===== config.mk =====
export PLATFORM = sky130hd
export DESIGN_NAME = cfw_core
export DESIGN_NICKNAME = d
export VERILOG_FILES = /design/src/cfw_pkg.sv /design/src/cfw_core.sv
export VERILOG_INCLUDE_DIRS = /design/src
export SDC_FILE = /design/constraint.sdc
export NUM_CORES = 1
export LEC_CHECK = 0
export BUFFER_PORTS_ARGS = -buffer_cell sky130_fd_sc_hd__buf_4
export CORE_MARGIN = 3
export CORE_UTILIZATION = 50
export CTS_BUF_LIST = sky130_fd_sc_hd__clkbuf_4 sky130_fd_sc_hd__clkbuf_8
export DETAILED_ROUTE_END_ITERATION = 7
export PLACE_DENSITY_LB_ADDON = 0.12
export SYNTH_ARGS = -nofsm -noshare
export SYNTH_HDL_FRONTEND = slang
export SYNTH_SLANG_ARGS = --single-unit

===== constraint.sdc =====
create_clock -name i_clk -period 3.9 [get_ports i_clk]
set_input_delay 0.195 -clock i_clk [delete_from_list [all_inputs] [get_ports i_clk]]
set_output_delay 0.195 -clock i_clk [all_outputs]
set_load 0.01 [all_outputs]

===== src/cfw_regs.svh =====
`ifndef CFW_REGS_SVH
`define CFW_REGS_SVH
// ==========================================
// register byte offsets
`define CFW_CTRL 8'h00
`define CFW_STATUS 8'h04
`define CFW_ACL 8'h08
`define CFW_ACH 8'h0c
`define CFW_MQL 8'h10
`define CFW_MQH 8'h14
`define CFW_PC 8'h18
`define CFW_SRL 8'h1c
`define CFW_SRH 8'h20
`define CFW_IR 8'h24
`define CFW_CTRL_START 0
`define CFW_CTRL_STOP 1
// ==========================================
// opcodes as {sign, nine octal bits}
`define CFW_OP_STO 10'h181
`define CFW_OP_SLW 10'h182
`define CFW_OP_STQ 10'h380
`define CFW_OP_STZ 10'h180
`define CFW_OP_STP 10'h198
`define CFW_OP_STD 10'h192
`define CFW_OP_STT 10'h195
`define CFW_OP_STA 10'h191
`define CFW_OP_SLQ 10'h390
`define CFW_OP_STL 10'h395
`define CFW_OP_LDQ 10'h170
`define CFW_OP_XCA 10'h059
`define CFW_OP_XCL 10'h258
`define CFW_L_LOW_MAX 9'h07f
`define CFW_L_HIGH_MIN 9'h1c0
`define CFW_PRIM_SHIFT 6'h3e
// ==========================================
// ring slots, one clock each
`define CFW_SLOT_REQ 4'h0
`define CFW_SLOT_GATE 4'h6
`define CFW_SLOT_LOAD 4'h7
`define CFW_SLOT_IR 4'h8
`define CFW_SLOT_DEC 4'h9
`define CFW_SLOT_EXE 4'ha
`define CFW_SLOT_LAST 4'hb
`endif


===== src/cfw_pkg.sv =====
package cfw_pkg;
	typedef logic [0:35] cfw_word_t;
	typedef struct packed {
		logic s;
		logic q;
		logic p;
		logic [1:35] m;
	} cfw_acc_t;
	typedef struct packed {
		logic prefix;
		logic decr;
		logic tag;
		logic addr;
		logic ctl;
	} cfw_strobe_t;
	typedef enum logic [3:0] {
		CFW_IDLE = 4'h1,
		CFW_I = 4'h2,
		CFW_E = 4'h4,
		CFW_L = 4'h8
	} cfw_cyc_t;
endpackage : cfw_pkg


===== src/cfw_core.sv =====
// Our own choices: the Wishbone slave port and the register addresses.
`timescale 1ns/1ps
`include "cfw_regs.svh"
// What this block does
// - store word gated out only in E
// - cpu address to memory unless channel cycle or look-ahead
// - two 36-bit memory halves ORed together
// - word read each I, optionally in E
// - channel gets bus in B or load E
// - bus address field switched only in look-ahead
// - gate bus at I6, load buffer at I7
// - I8 loads opcode, prefix or normal form
// - non-store E: gate E6, load buffer E7
// - done flag at end and start, fetch next
// - low or high opcodes take L, else E
// - single-cycle ops return straight to I; with indirect bits set they take E, then L
// - I bumps counter, address to register/shifter
// - indirect bits insert one address-fetch E
// - full and logical word store, all strobes
// - mq word store; zero store writes zeros
// - prefix store: P,1,2 with prefix strobe
// - decrement, tag, address field stores
// - mq left half store, bits S-17
// - return location store into address field
// - load mq through word buffer
// - swap acc and mq, clear Q,P
// - logical swap, clear acc S,Q
module cfw_core
	import cfw_pkg::*;
(
	input wire logic i_clk,
	input wire logic i_rst,
	input wire logic i_wb_cyc,
	input wire logic i_wb_stb,
	input wire logic i_wb_we,
	input wire logic [7:0] i_wb_adr,
	input wire logic [31:0] i_wb_dat,
	input wire logic [3:0] i_wb_sel,
	output logic [31:0] o_wb_dat,
	output logic o_wb_ack,
	input wire logic [0:71] i_mem_rdata,
	output logic o_mem_rd,
	output logic o_mem_wr,
	output logic [14:0] o_mem_addr,
	output cfw_word_t o_mem_wdata,
	output cfw_strobe_t o_mem_strobe,
	input wire logic i_chan_cycle,
	input wire logic [14:0] i_chan_addr,
	input wire logic i_chan_load_op,
	input wire logic i_lookahead,
	output cfw_word_t o_chan_bus
);
	// ==========================================
	// state
	cfw_cyc_t cyc;
	cfw_cyc_t nxt;
	logic [3:0] slot;
	logic run;
	logic op_done;
	logic deref;
	logic pfx;
	cfw_acc_t ac;
	cfw_word_t mq;
	cfw_word_t sr;
	cfw_word_t cpu_bus;
	logic [0:9] ir;
	logic [14:0] pc;
	logic [14:0] ar;
	logic [7:0] shift_cnt;
	logic [0:71] mem_sync1;
	logic [0:71] mem_sync2;
	// ==========================================
	// input sync; read data must settle by slot 4
	always_ff @(posedge i_clk) begin
		mem_sync1 <= i_mem_rdata;
		mem_sync2 <= mem_sync1;
	end
	wire cfw_word_t bus_or = mem_sync2[0:35] | mem_sync2[36:71];
	// ==========================================
	// decode
	wire [9:0] op = ir;
	wire is_sto = op == `CFW_OP_STO;
	wire is_slw = op == `CFW_OP_SLW;
	wire is_stq = op == `CFW_OP_STQ;
	wire is_stz = op == `CFW_OP_STZ;
	wire is_stp = op == `CFW_OP_STP;
	wire is_std = op == `CFW_OP_STD;
	wire is_stt = op == `CFW_OP_STT;
	wire is_sta = op == `CFW_OP_STA;
	wire is_slq = op == `CFW_OP_SLQ;
	wire is_stl = op == `CFW_OP_STL;
	wire is_ldq = op == `CFW_OP_LDQ;
	wire is_xca = op == `CFW_OP_XCA;
	wire is_xcl = op == `CFW_OP_XCL;
	wire full_st = is_sto | is_slw | is_stq | is_stz;
	wire st_op = full_st | is_stp | is_std | is_stt | is_sta | is_slq | is_stl;
	wire single = is_xca | is_xcl;
	wire goes_l = (ir[1:9] <= `CFW_L_LOW_MAX) || (ir[1:9] >= `CFW_L_HIGH_MIN);
	wire prim_shift = ir[1:6] == `CFW_PRIM_SHIFT;
	wire indir = !pfx && sr[12] && sr[13];
	wire in_i = cyc == CFW_I;
	wire in_e = cyc == CFW_E;
	wire at_last = slot == `CFW_SLOT_LAST;
	// store source into the word buffer
	wire cfw_word_t acc_word = {ac.s, ac.m};
	wire cfw_word_t accp_word = {ac.p, ac.m};
	wire cfw_word_t st_src = is_slw || is_stp ? accp_word :
		is_stq || is_slq ? mq :
		is_stl ? {21'h0, pc} : acc_word;
	wire cfw_strobe_t st_strb = '{prefix: full_st | is_stp | is_slq,
		decr: full_st | is_std | is_slq,
		tag: full_st | is_stt,
		addr: full_st | is_sta | is_stl,
		ctl: 1'b1};
	wire ld_st = slot == `CFW_SLOT_EXE && nxt == CFW_E && st_op && !(in_i && deref);
	wire store_e = in_e && st_op && !deref;
	// ==========================================
	// wishbone slave, one wait state
	wire wb_req = i_wb_cyc && i_wb_stb;
	wire wb_wr = wb_req && i_wb_we && o_wb_ack;
	wire idle = cyc == CFW_IDLE;
	wire [31:0] sel_mask = {{8{i_wb_sel[3]}}, {8{i_wb_sel[2]}}, {8{i_wb_sel[1]}}, {8{i_wb_sel[0]}}};
	logic [31:0] rd_val;
	always_comb begin
		unique case (i_wb_adr)
		`CFW_STATUS: rd_val = {24'h0, pfx, deref, op_done, cyc, run};
		`CFW_ACL: rd_val = ac.m[4:35];
		`CFW_ACH: rd_val = {26'h0, ac.q, ac.p, ac.s, ac.m[1:3]};
		`CFW_MQL: rd_val = mq[4:35];
		`CFW_MQH: rd_val = {28'h0, mq[0:3]};
		`CFW_PC: rd_val = {17'h0, pc};
		`CFW_SRL: rd_val = sr[4:35];
		`CFW_SRH: rd_val = {28'h0, sr[0:3]};
		`CFW_IR: rd_val = {22'h0, ir};
		default: rd_val = 32'h0;
		endcase
	end
	wire [31:0] wr_val = (rd_val & ~sel_mask) | (i_wb_dat & sel_mask);
	wire wr_ctl = wb_wr && i_wb_adr == `CFW_CTRL;
	wire do_start = wr_ctl && i_wb_sel[0] && i_wb_dat[`CFW_CTRL_START] && idle;
	wire do_stop = wr_ctl && i_wb_sel[0] && i_wb_dat[`CFW_CTRL_STOP];
	wire wr_reg = wb_wr && idle;
	always_ff @(posedge i_clk) begin
		if (i_rst) begin
			o_wb_ack <= 1'b0;
			o_wb_dat <= 32'h0;
		end else begin
			o_wb_ack <= wb_req && !o_wb_ack;
			o_wb_dat <= rd_val;
		end
	end
	// ==========================================
	// cycle sequencer
	always_ff @(posedge i_clk) begin
		if (i_rst) begin
			cyc <= CFW_IDLE;
			nxt <= CFW_I;
			slot <= 4'h0;
			run <= 1'b0;
			op_done <= 1'b0;
			deref <= 1'b0;
		end else begin
			if (do_start) begin
				run <= 1'b1;
				op_done <= 1'b1;
			end else if (do_stop) begin
				run <= 1'b0;
			end
			if (idle) begin
				slot <= 4'h0;
				if (run && op_done) begin
					cyc <= CFW_I;
				end
			end else begin
				slot <= at_last ? 4'h0 : slot + 4'h1;
			end
			if (in_i && slot == 4'h1) begin
				op_done <= 1'b0;
			end
			if (slot == `CFW_SLOT_DEC) begin
				unique case (cyc)
				CFW_I: begin
					if (indir) begin
						deref <= 1'b1;
						nxt <= CFW_E;
					end else if (single) begin
						op_done <= 1'b1;
						nxt <= CFW_I;
					end else begin
						nxt <= goes_l ? CFW_L : CFW_E;
					end
				end
				CFW_E: begin
					if (deref) begin
						nxt <= goes_l ? CFW_L : CFW_E;
					end else begin
						op_done <= 1'b1;
						nxt <= CFW_I;
					end
				end
				CFW_L: begin
					op_done <= 1'b1;
					nxt <= CFW_I;
				end
				default: ;
				endcase
			end
			if (!idle && at_last) begin
				if (in_e) begin
					deref <= 1'b0;
				end
				if (op_done && !run) begin
					cyc <= CFW_IDLE;
				end else if (op_done) begin
					cyc <= CFW_I;
				end else begin
					cyc <= nxt;
				end
			end
		end
	end
	// ==========================================
	// datapath
	always_ff @(posedge i_clk) begin
		if (i_rst) begin
			ac <= '0;
			mq <= '0;
			sr <= '0;
			ir <= '0;
			pfx <= 1'b0;
			pc <= 15'h0;
			ar <= 15'h0;
			shift_cnt <= 8'h0;
			cpu_bus <= '0;
		end else begin
			if (wr_reg) begin
				unique case (i_wb_adr)
				`CFW_ACL: ac.m[4:35] <= wr_val;
				`CFW_ACH: {ac.q, ac.p, ac.s, ac.m[1:3]} <= wr_val[5:0];
				`CFW_MQL: mq[4:35] <= wr_val;
				`CFW_MQH: mq[0:3] <= wr_val[3:0];
				`CFW_PC: pc <= wr_val[14:0];
				default: ;
				endcase
			end
			if ((in_i || (in_e && !st_op) || (in_e && deref)) && slot == `CFW_SLOT_GATE) begin
				cpu_bus <= bus_or;
			end
			if ((in_i || (in_e && (!st_op || deref))) && slot == `CFW_SLOT_LOAD) begin
				sr <= cpu_bus;
			end
			if (in_i && slot == `CFW_SLOT_IR) begin
				pfx <= cpu_bus[1] | cpu_bus[2];
				if (cpu_bus[1] | cpu_bus[2]) begin
					ir <= {cpu_bus[0], 7'h0, cpu_bus[1:2]};
				end else begin
					ir <= {cpu_bus[0], cpu_bus[3:11]};
				end
			end
			if (in_e && deref && slot == `CFW_SLOT_IR) begin
				ar <= cpu_bus[21:35];
			end
			if (in_e && !deref && is_ldq && slot == `CFW_SLOT_IR) begin
				mq <= sr;
			end
			if (in_i && slot == `CFW_SLOT_DEC) begin
				pc <= pc + 15'h1;
				if (prim_shift) begin
					shift_cnt <= sr[28:35];
				end else begin
					ar <= sr[21:35];
				end
			end
			// exchanges finish inside the I cycle, buffer holds old mq
			if (in_i && slot == `CFW_SLOT_EXE && is_xca) begin
				sr <= mq;
				ac <= '{s: mq[0], q: 1'b0, p: 1'b0, m: mq[1:35]};
				mq <= acc_word;
			end else if (in_i && slot == `CFW_SLOT_EXE && is_xcl) begin
				sr <= mq;
				ac <= '{s: 1'b0, q: 1'b0, p: mq[0], m: mq[1:35]};
				mq <= accp_word;
			end else if (ld_st) begin
				sr <= st_src;
			end
		end
	end
	// ==========================================
	// memory and channel side, all registered
	wire [14:0] cpu_addr = in_i ? pc : ar;
	wire [14:0] next_addr = i_chan_cycle ? i_chan_addr :
		i_lookahead ? bus_or[21:35] : cpu_addr;
	wire chan_open = i_chan_cycle || (in_e && i_chan_load_op);
	always_ff @(posedge i_clk) begin
		if (i_rst) begin
			o_mem_rd <= 1'b0;
			o_mem_wr <= 1'b0;
			o_mem_addr <= 15'h0;
			o_mem_wdata <= '0;
			o_mem_strobe <= '0;
			o_chan_bus <= '0;
		end else begin
			o_mem_addr <= next_addr;
			o_mem_rd <= slot == `CFW_SLOT_REQ && (in_i || (in_e && !store_e));
			o_mem_wr <= slot == `CFW_SLOT_REQ && store_e;
			o_mem_wdata <= store_e && !is_stz ? sr : '0;
			o_mem_strobe <= store_e ? st_strb : '0;
			o_chan_bus <= chan_open ? bus_or : '0;
		end
	end
endmodule : cfw_core


# After elaboration in Yosys (flattened, before gate mapping)
# Index checks and enable logic that the tools add are counted.
# Widths: inputs -> output; s select.
[totals]
mem_count = 0
out_inout_bits = 127
ff_bits = 473
in_bits = 139
mem_bits_rw = 0
romBits = 0
latchBits = 0
[classes]
n_reduce_logical = 91
mux = 54
n_div = 0
bitwise_logic = 25
eq_ne = 35
n_shift = 0
order_cmp = 2
mul = 0
add_sub_neg = 2
[ops]
columns = ["op", "n"]
rows = [
  ["$mux 36", 11],
  ["$pmux 32 s9", 1],
  ["$mux 15", 9],
  ["$mux 38", 3],
  ["$eq 10x9->1 const B", 8],
  ["$and 32x32->32", 2],
  ["$mux 32", 2],
  ["$logic_and 1x1->1", 41],
  ["$eq 10x10->1 const B", 4],
  ["$mux 4", 10],
  ["$or 36x36->36", 1],
  ["$eq 8x5->1 const B", 4],
  ["$not 32->32", 1],
  ["$or 32x32->32", 1],
  ["$eq 4x4->1 const B", 5],
  ["$reduce_and 2->1", 9],
  ["$or 1x1->1", 17],
  ["$eq 4x3->1 const B", 4],
  ["$eq 8x4->1 const B", 2],
  ["$eq 8x6->1 const B", 2],
  ["$reduce_bool 4->1", 4],
  ["$add 15x1->15 const B", 1],
  ["$mux 1", 14],
  ["$reduce_bool 2->1", 7],
  ["other kinds (20)", 46],
]

# Logic depth before layout (Yosys ltp)
# Gate-level depths: netlist of the first run.
[depth]
depth_word = 19
ltp_mapped = 10

# Worst setup path before layout of the first run
# OpenSTA, ideal clock, no wires.
[synth_timing]
kind = "flip-flop to flip-flop"
start = "register ir[6] in the netlist's numbering"
end = "register sr[10]"
required_time_ns = 3.830
path_stages_with_launch = 10
setup_ns = 0.070
t_arrival_ns = 2.319
setup_slack_ns = 1.511
cell_sequence = "dfxtp_1 -> buf_4 -> or3b_1 -> or4_4 -> or2_1 -> buf_6 -> buf_4 -> mux2i_1 -> mux2_1 -> a21oi_1"
[synth_between]
elab_chain_len = 16
elab_cells_between_ends = 39
classes_between = "eq/ne: 12; mux: 6; bitwise: 9; reduce/logical: 12"
[synth_lines]
columns = ["element", "line", "source"]
rows = [
  ["start, declared", "cfw_core.sv:66", "logic [0:9] ir;"],
  ["start signal, assigned", "cfw_core.sv:255", "ir <= {cpu_bus[0], 7'h0, cpu_bus[1:2]};"],
  ["start signal, assigned", "cfw_core.sv:257", "ir <= {cpu_bus[0], cpu_bus[3:11]};"],
  ["$eq 10x9->1 (no source line)", "-", ""],
  ["$or 1x1->1 (3 in series)", "cfw_core.sv:95", "wire full_st = is_sto | is_slw | is_stq | is_stz;"],
  ["$or 1x1->1 (6 in series)", "cfw_core.sv:96", "wire st_op = full_st | is_stp | is_std | is_stt | is_sta | is_slq | is_stl;"],
  ["$logic_not 1->1", "cfw_core.sv:249", "if ((in_i || (in_e && (!st_op || deref))) && slot == `CFW_SLOT_LOAD) begin"],
  ["$logic_or 1x1->1", "cfw_core.sv:249", ""],
  ["$logic_and 1x1->1", "cfw_core.sv:249", ""],
  ["$logic_or 1x1->1", "cfw_core.sv:249", ""],
  ["$logic_and 1x1->1 (no source line)", "-", ""],
  ["$reduce_bool 4->1 (no source line)", "-", ""],
  ["end signal, assigned", "cfw_core.sv:250", "sr <= cpu_bus;"],
  ["end signal, assigned", "cfw_core.sv:276", "sr <= mq;"],
  ["end signal, assigned", "cfw_core.sv:280", "sr <= mq;"],
  ["end, declared", "cfw_core.sv:64", "cfw_word_t sr;"],
]
# Parallel ways exist; a longest one is shown, timed or not.
# A chain may end at the register's enable or synchronous reset.

# Final worst setup path of the first run
[layout_timing]
start = "register cyc[3]"
end = "register o_mem_addr[0]"
[layout_between]
elab_chain_len = 4
[layout_lines]
columns = ["element", "line", "source"]
rows = [
  ["start, declared", "cfw_core.sv:55", "cfw_cyc_t cyc;"],
  ["start signal, assigned", "cfw_core.sv:217", "cyc <= nxt;"],
  ["$eq 4x2->1", "cfw_core.sv:101", "wire in_i = cyc == CFW_I;"],
  ["$mux 15", "cfw_core.sv:290", "wire [14:0] cpu_addr = in_i ? pc : ar;"],
  ["$mux 15", "cfw_core.sv:292", "i_lookahead ? bus_or[21:35] : cpu_addr;"],
  ["$mux 15", "cfw_core.sv:291", "wire [14:0] next_addr = i_chan_cycle ? i_chan_addr :"],
  ["end signal, assigned", "cfw_core.sv:303", "o_mem_addr <= next_addr;"],
  ["end, declared", "cfw_core.sv:44", "output logic [14:0] o_mem_addr,"],
]
# Every way passes these cells.

==> metrics.md, run 1 <==
| Metric | Value |
|---|---|
| Status | `finished clean` |
| Remaining global-route overflow | `0` |
| Initial DRC Count | `1592` |
| Sw Pwr | `2320 µW` |
| Avg Synthesized Cell Area | `9.30 µm²` |
| Total GRT Usage | `32.3%` |
| Cells after Synth | `2015` |
| Power Density | `428 nW/µm²` |
| DRC | `0` |
| Number of cells after detailed placement | `2635` |
| Sw frac | `22.8%` |
| Mapped cell area | `18700 µm²` |
| Final nets | `2490` |
| Main synth FF type | `dfxtp_1` |
| CTS sink count | `472` |
| Initial Util | `50.9%` |
| Part of the cycle the worst path needs | `77.2%` |
| Post-DRT Antenna Nets | `0` |
| Die X | `200 µm` |
| Number of synthesized flops with an enable pin | `0` |
| CP max stage delay | `0.91 ns` |
| Fin. max-slew vios | `0` |
| Top post-synthesis cells by area | `dfxtp_1 50%, nor2_1 4.8%, a211oi_1 4.4%, mux2i_1 3.4%, nand2_1 3.3%` |
| Most frequent cells in the layout | `472 x dfxtp_1, 308 x buf_4, 237 x nor2_1, 166 x nand2_1, 109 x a211oi_1` |
| First-pass GRT wire length | `99000 µm` |
| Netlist cell types | `83` |
| DR vias/cell | `6.01` |
| Final Critical Period | `3.01 ns` |
| Clock Tree Buf Depth | `3` |
| Clock Skew | `0.0199 ns` |
| Hold/Removal Path Class | `in -> reg` |
| Layout fillers | `3009` |
| Placer Congestion | `0.999` |
| CP required | `4.39 ns` |
| Via Count | `17300` |
| Worst-Margin Slew | `1.02 ns` |
| Initial antenna violation count | `2` |
| Max_slew headroom | `31.9%` |
| Synth Net Count | `2159` |
| CTS tree | `done` |
| Delay-heaviest family, CP | `simple AND/OR/NAND/NOR gates` |
| Worst path cell trace | `or4b_1 -> and2_1 -> a211oi_1 -> a211oi_1 -> a21oi_1 -> dlygate4sd3_1 -> nor2_1` |
| Flop2flop setup slack | `0.89 ns` |
| # IOs | `266` |
| End-of-flow core utilization | `64.8%` |
| Max cap viols | `0` |
| Ys Warns | `0` |
| Startpoint Class | `flop` |
| # diodes | `0` |
| Setup TNS | `0 ns` |
| Crit Path Max Fanout | `17` |
| Drt wl/cell | `23.0 µm` |
| Hold Vio Cnt, Final | `0` |
| HPWL reported at the end of detailed placement | `44500 µm` |
| Core area | `36800 µm²` |
| Most frequent CP cell | `a211oi_1` |
| Ys async rst share | `0%` |
| Largest net degree at the start of global routing | `73` |
| Power Total | `10200 µW` |
| CTS root buf | `clkbuf_8` |
| Buffers on Ports | `265` |
| Leakage Power | `0.00949 µW` |
| Die Ht | `200 µm` |
| CP arrival | `3.50 ns` |
| Post-synth top area share | `50.4%` |
| Worst skew pair latency | `0.63 ns` |
| Register area share after synthesis | `50.4%` |
| TritonCTS buffer count | `79` |
| Peak VDD IR | `0.425 mV` |
| Clk slew on worst S/H paths | `0.06 ns` |
| Seq cells post-synth | `472` |
| Hold path depth | `4` |
| Routed wire length | `66100 µm` |
| Flop pwr share | `48.7%` |
| Cell depth of the worst flop-to-flop path | `7` |
| Int Pwr | `7870 µW` |
| CP Depth | `7` |
| Commonest non-fill, non-tap cell in the layout | `dfxtp_1` |
| Vias in the first global route | `16700` |
| Comb pwr share | `5.2%` |
| CTS H-Tree Depth | `3` |
| Crit path capture type | `flop` |
| Drt pass-1 iters | `5` |
| Yosys top cell by area | `dfxtp_1` |
| RSZ-0062 raised after global routing | `no` |
| Setup violations, final | `0` |
| CP Buf/Inv Count | `1` |
| DIE AREA | `39800 µm²` |
| FP Rows | `70` |
| Layout cells sized above 1 | `21.2%` |
| Clk pwr share | `46.1%` |
| WS Path Type | `reg -> reg` |
| Synth-to-layout area growth | `27.2%` |
| Slowest CP cell | `or4b_1` |
| Count of non-filler cells in the finished layout | `2871` |
| F_max | `332 MHz` |
## state kept, by name (all words and copies together) (netlist names), 5 cells and up
signal / count
o_mem_addr: 15
o_chan_bus: 36
cpu_bus: 36
sr: 36
o_wb_dat: 32
o_mem_strobe: 5
mem_sync1: 72
pc: 15
ar: 15
mq: 36
ir: 10
mem_sync2: 72
o_mem_wdata: 36
ac: 38
## kinds of logic after synthesis
family / share of synthesized area [%]
simple gates: 17.7
flops: 50.4
compound gates: 21.8
buf+inv: 4.45
fa+ha+maj: 0.334
mux: 4.74
xor+xnor: 0.514
## cell usage after synthesis, drive strengths merged, types with 4 or more instances
library cell    n
dfxtp         472
nor2          240
nand2         167
a211oi        111
clkbuf        108
a21oi         105
and2           90
a22oi          66
mux2i          64
o31ai          64
buf            56
a31oi          48
o21ai          47
nand3          37
inv            31
nor4b          27
a22o           26
mux2           22
nor3           22
a21boi         20
o22a           19
a21o           14
and3           14
o211ai         14
nand3b          9
nor2b           7
o22ai           7
or3             7
and4            6
nand2b          6
nand4           6
or4             6
or4b            6
xnor2           6
a221oi          5
ha              5
xor2            5
nor4            4
or2             4
## worst paths after layout
| path | from | end |
|---|---|---|
| worst max register to register | cyc[3]$_SDFFE_PP0P_ | o_mem_addr[0]$_SDFF_PP0_ |
| worst max-delay path | cyc[3]$_SDFFE_PP0P_ | o_mem_addr[0]$_SDFF_PP0_ |
| worst min register to register | mem_sync1[55]$_DFF_P_ | mem_sync2[55]$_DFF_P_ |
| worst min-delay path | i_wb_dat[12] | ac[12]$_SDFFE_PP0P_ |
## routing by layer
| metal | global-route usage (%) | routed length (µm) |
|---|---|---|
| met1 | 42.8 | 27500 |
| met2 | 49.7 | 29200 |
| met3 | 8.13 | 6400 |
| met4 | 15.5 | 2990 |
| met5 | 0 | 18 |
## tightest hold or removal path: stages
cell	delay, ns
buf_4	0.09
mux2_2	0.19
nand2_1	0.06
a21oi_1	0.11
## per-stage QoR
step	cell area, µm²	setup WS (ns)	hold slack (ns)
floorplan	18700	1.51	0.223
global placement	21100	1.07	0.299
detailed placement	21100	1.00	0.301
CTS	23800	0.977	0.00288
global route	23800	0.751	0.0234
finish	23800	0.888	0.0438
## cell type report
type | count | area, µm² | area share, %
sequential | 472 | 9450 | 39.7
inverter | 31 | 116 | 0.488
multi-input combinational | 1348 | 8510 | 35.7
timing repair buffer | 414 | 3440 | 14.5
clock buffer | 119 | 1500 | 6.30
clock inverter | 19 | 216 | 0.909
tap | 468 | 586 | 2.46
## power by group through the flow
| stage | combinational [µW] | clock, µW | sequential [µW] |
|---|---|---|---|
| finish | 531 | 4700 | 4960 |
| global route | 562 | 5010 | 4970 |
| CTS | 518 | 4760 | 4960 |
| detailed placement | 435 | 0 | 5070 |
| global placement | 433 | 0 | 5060 |
| floorplan | 176 | 0 | 5070 |
## timing repair
item | 4_1_cts | 5_1_grt
hold buffers | 98 | 0
gates resized for setup | 0 | 0
hold endpoints to repair | 122 | 0
setup endpoints to repair | 0 | 0
setup buffers | 0 | 0
(Power assumes the default switching activity.)
==> run 2, diff against run 1 <==
==> constraint.sdc (replaced) <==
create_clock -name i_clk -period 2.65 [get_ports i_clk]
set_input_delay 0.1325 -clock i_clk [delete_from_list [all_inputs] [get_ports i_clk]]
set_output_delay 0.1325 -clock i_clk [all_outputs]
set_load 0.01 [all_outputs]
==> metrics.md, run 2 (synthesized netlist as in run 1, its figures left out) <==
| Metric | Value |
|---|---|
| Sw Pwr | `3490 µW` |
| Worst-Margin Slew | `0.707 ns` |
| CTS root buf | `clkbuf_8` |
| Buffers on Ports | `265` |
| Power Density | `606 nW/µm²` |
| WS Path Type | `reg -> reg` |
| Peak VDD IR | `0.641 mV` |
| Hold path endpoint | `o_wb_dat[1]$_SDFF_PP0_` |
| Flop2flop setup slack | `0.08 ns` |
| Initial DRC Count | `1815` |
| Crit Path Max Fanout | `17` |
| Hold Vio Cnt, Final | `0` |
| Initial antenna violation count | `1` |
| Largest net degree at the start of global routing | `134` |
| Most frequent cells in the layout | `469 x dfxtp_1, 375 x buf_4, 237 x nor2_1, 166 x nand2_1, 117 x dlygate4sd3_1` |
| Layout cells sized above 1 | `23.7%` |
| Hold path depth | `4` |
| Vias in the first global route | `17700` |
| Die X | `200 µm` |
| Status | `finished clean` |
| F_max | `389 MHz` |
| First-pass GRT wire length | `104000 µm` |
| Final Critical Period | `2.57 ns` |
| TritonCTS buffer count | `76` |
| Worst skew pair latency | `0.68 ns` |
| Leakage Power | `0.0100 µW` |
| Final nets | `2588` |
| End-of-flow core utilization | `67.5%` |
| Clk slew on worst S/H paths | `0.07 ns` |
| CTS H-Tree Depth | `3` |
| Delay-heaviest family, CP | `simple AND/OR/NAND/NOR gates` |
| Post-route setup slack | `0.0762 ns` |
| Hold WS | `0.0294 ns` |
| Comb pwr share | `5.6%` |
| HPWL reported at the end of detailed placement | `46500 µm` |
| Flop pwr share | `48.6%` |
| Slowest CP cell | `or4_4` |
| Crit path capture type | `flop` |
| Routed wire length | `69200 µm` |
| FP Rows | `70` |
| Drt pass-1 iters | `6` |
| Commonest non-fill, non-tap cell in the layout | `dfxtp_1` |
| Part of the cycle the worst path needs | `97.1%` |
| RSZ-0062 raised after global routing | `no` |
| Int Pwr | `11600 µW` |
| Sw frac | `23.2%` |
| DIE AREA | `39800 µm²` |
| # IOs | `266` |
| Startpoint Class | `flop` |
| Drt wl/cell | `23.3 µm` |
| CP Buf/Inv Count | `1` |
| Die Ht | `200 µm` |
| Max cap viols | `0` |
| Critical R2R Launch | `ir[8]$_SDFFE_PP0P_` |
| DRC | `0` |
| Power Total | `15000 µW` |
| Post-DRT Antenna Nets | `0` |
| Clock Tree Buf Depth | `3` |
| Placer Congestion | `0.947` |
| CP max stage delay | `0.53 ns` |
| Worst path cell trace | `or3b_1 -> or4_4 -> or2_2 -> buf_4 -> nand2_8 -> o21ai_4 -> o31ai_1` |
| Hold path startpoint | `i_wb_adr[1]` |
| Core area | `36800 µm²` |
| CTS tree | `done` |
| Reg-to-Reg End | `mq[17]$_SDFFE_PP0P_` |
| CTS sink count | `472` |
| CP required | `3.21 ns` |
| CP startpoint | `ir[8]$_SDFFE_PP0P_` |
| Cell depth of the worst flop-to-flop path | `7` |
| Initial Util | `50.9%` |
| Clock Skew | `0.0467 ns` |
| Synth-to-layout area growth | `32.5%` |
| DR vias/cell | `6.00` |
| Remaining global-route overflow | `0` |
| CP arrival | `3.13 ns` |
| Fin. max-slew vios | `0` |
| Setup violations, final | `0` |
| Largest regs | `mem_sync1: 72 flops, mem_sync2: 72 flops, ac: 38 flops` |
| Pre-CTS WS | `0.0833 ns` |
| Clk pwr share | `45.9%` |
| Max_slew headroom | `52.7%` |
| # diodes | `0` |
| Total GRT Usage | `34.1%` |
| Setup TNS | `0 ns` |
| Via Count | `17800` |
| Hold/Removal Path Class | `in -> reg` |
-- run 2: through the flow --
step                std cells  instance area, µm²
finish                   2971               24800
global route             2971               24800
CTS                      2970               24800
detailed placement       2716               21900
global placement         2716               21900
floorplan                2015               18700
-- run 2: repair_timing --
action,CTS,global route
hold endpoints to repair,131,0
gates resized for setup,0,8
setup endpoints to repair,0,51
hold buffers,117,0
buffers inserted,0,1
-- run 2: layout make-up --
| type | count | area, µm² |
|---|---|---|
| Clock inverter | 19 | 224 |
| Tap cell | 468 | 586 |
| Fill cell | 2901 | 12000 |
| Sequential cell | 472 | 9450 |
| Timing Repair Buffer | 515 | 4450 |
| Inverter | 31 | 116 |
| Clock buffer | 118 | 1470 |
| Multi-Input combinational cell | 1348 | 8520 |
-- run 2: per-layer routing --
layer / vias to the layer above / global-route usage (%) / routed length, µm
met2: 1020 / 53.1 / 31000
met1: 8486 / 45.8 / 28900
met4: 2 / 15.4 / 2760
met3: 179 / 7.44 / 6610
met5: - / 0 / 3
li1: 8139 / - / -
-- run 2: worst reg2reg max path, delay by kind of cell, from the launching register on --
kind                   cells  cell delay [ns]
buffers and inverters      1             0.21
flip-flops                 1             0.33
AO/OA/AOI/OAI              2             0.54
AND/OR/NAND/NOR            4             1.37
-- run 2: worst max path at each step --
stage	to	cells past startpoint
floorplan	sr[10]$_SDFFE_PP0P_	9
global placement	sr[23]$_SDFFE_PP0P_	7
detailed placement	sr[23]$_SDFFE_PP0P_	7
CTS	sr[1]$_SDFFE_PP0P_	8
global route	cpu_bus[14]$_SDFFE_PP0P_	8
finish	mq[17]$_SDFFE_PP0P_	7
-- run 2: power by group through the flow --
| stage | combinational, µW | sequential (µW) | clock [µW] |
|---|---|---|---|
| after floorplan | 260 | 7470 | 0 |
| after global placement | 670 | 7450 | 0 |
| after detailed placement | 673 | 7460 | 0 |
| after CTS | 814 | 7300 | 6960 |
| after global routing | 884 | 7310 | 7290 |
| final | 835 | 7310 | 6910 |
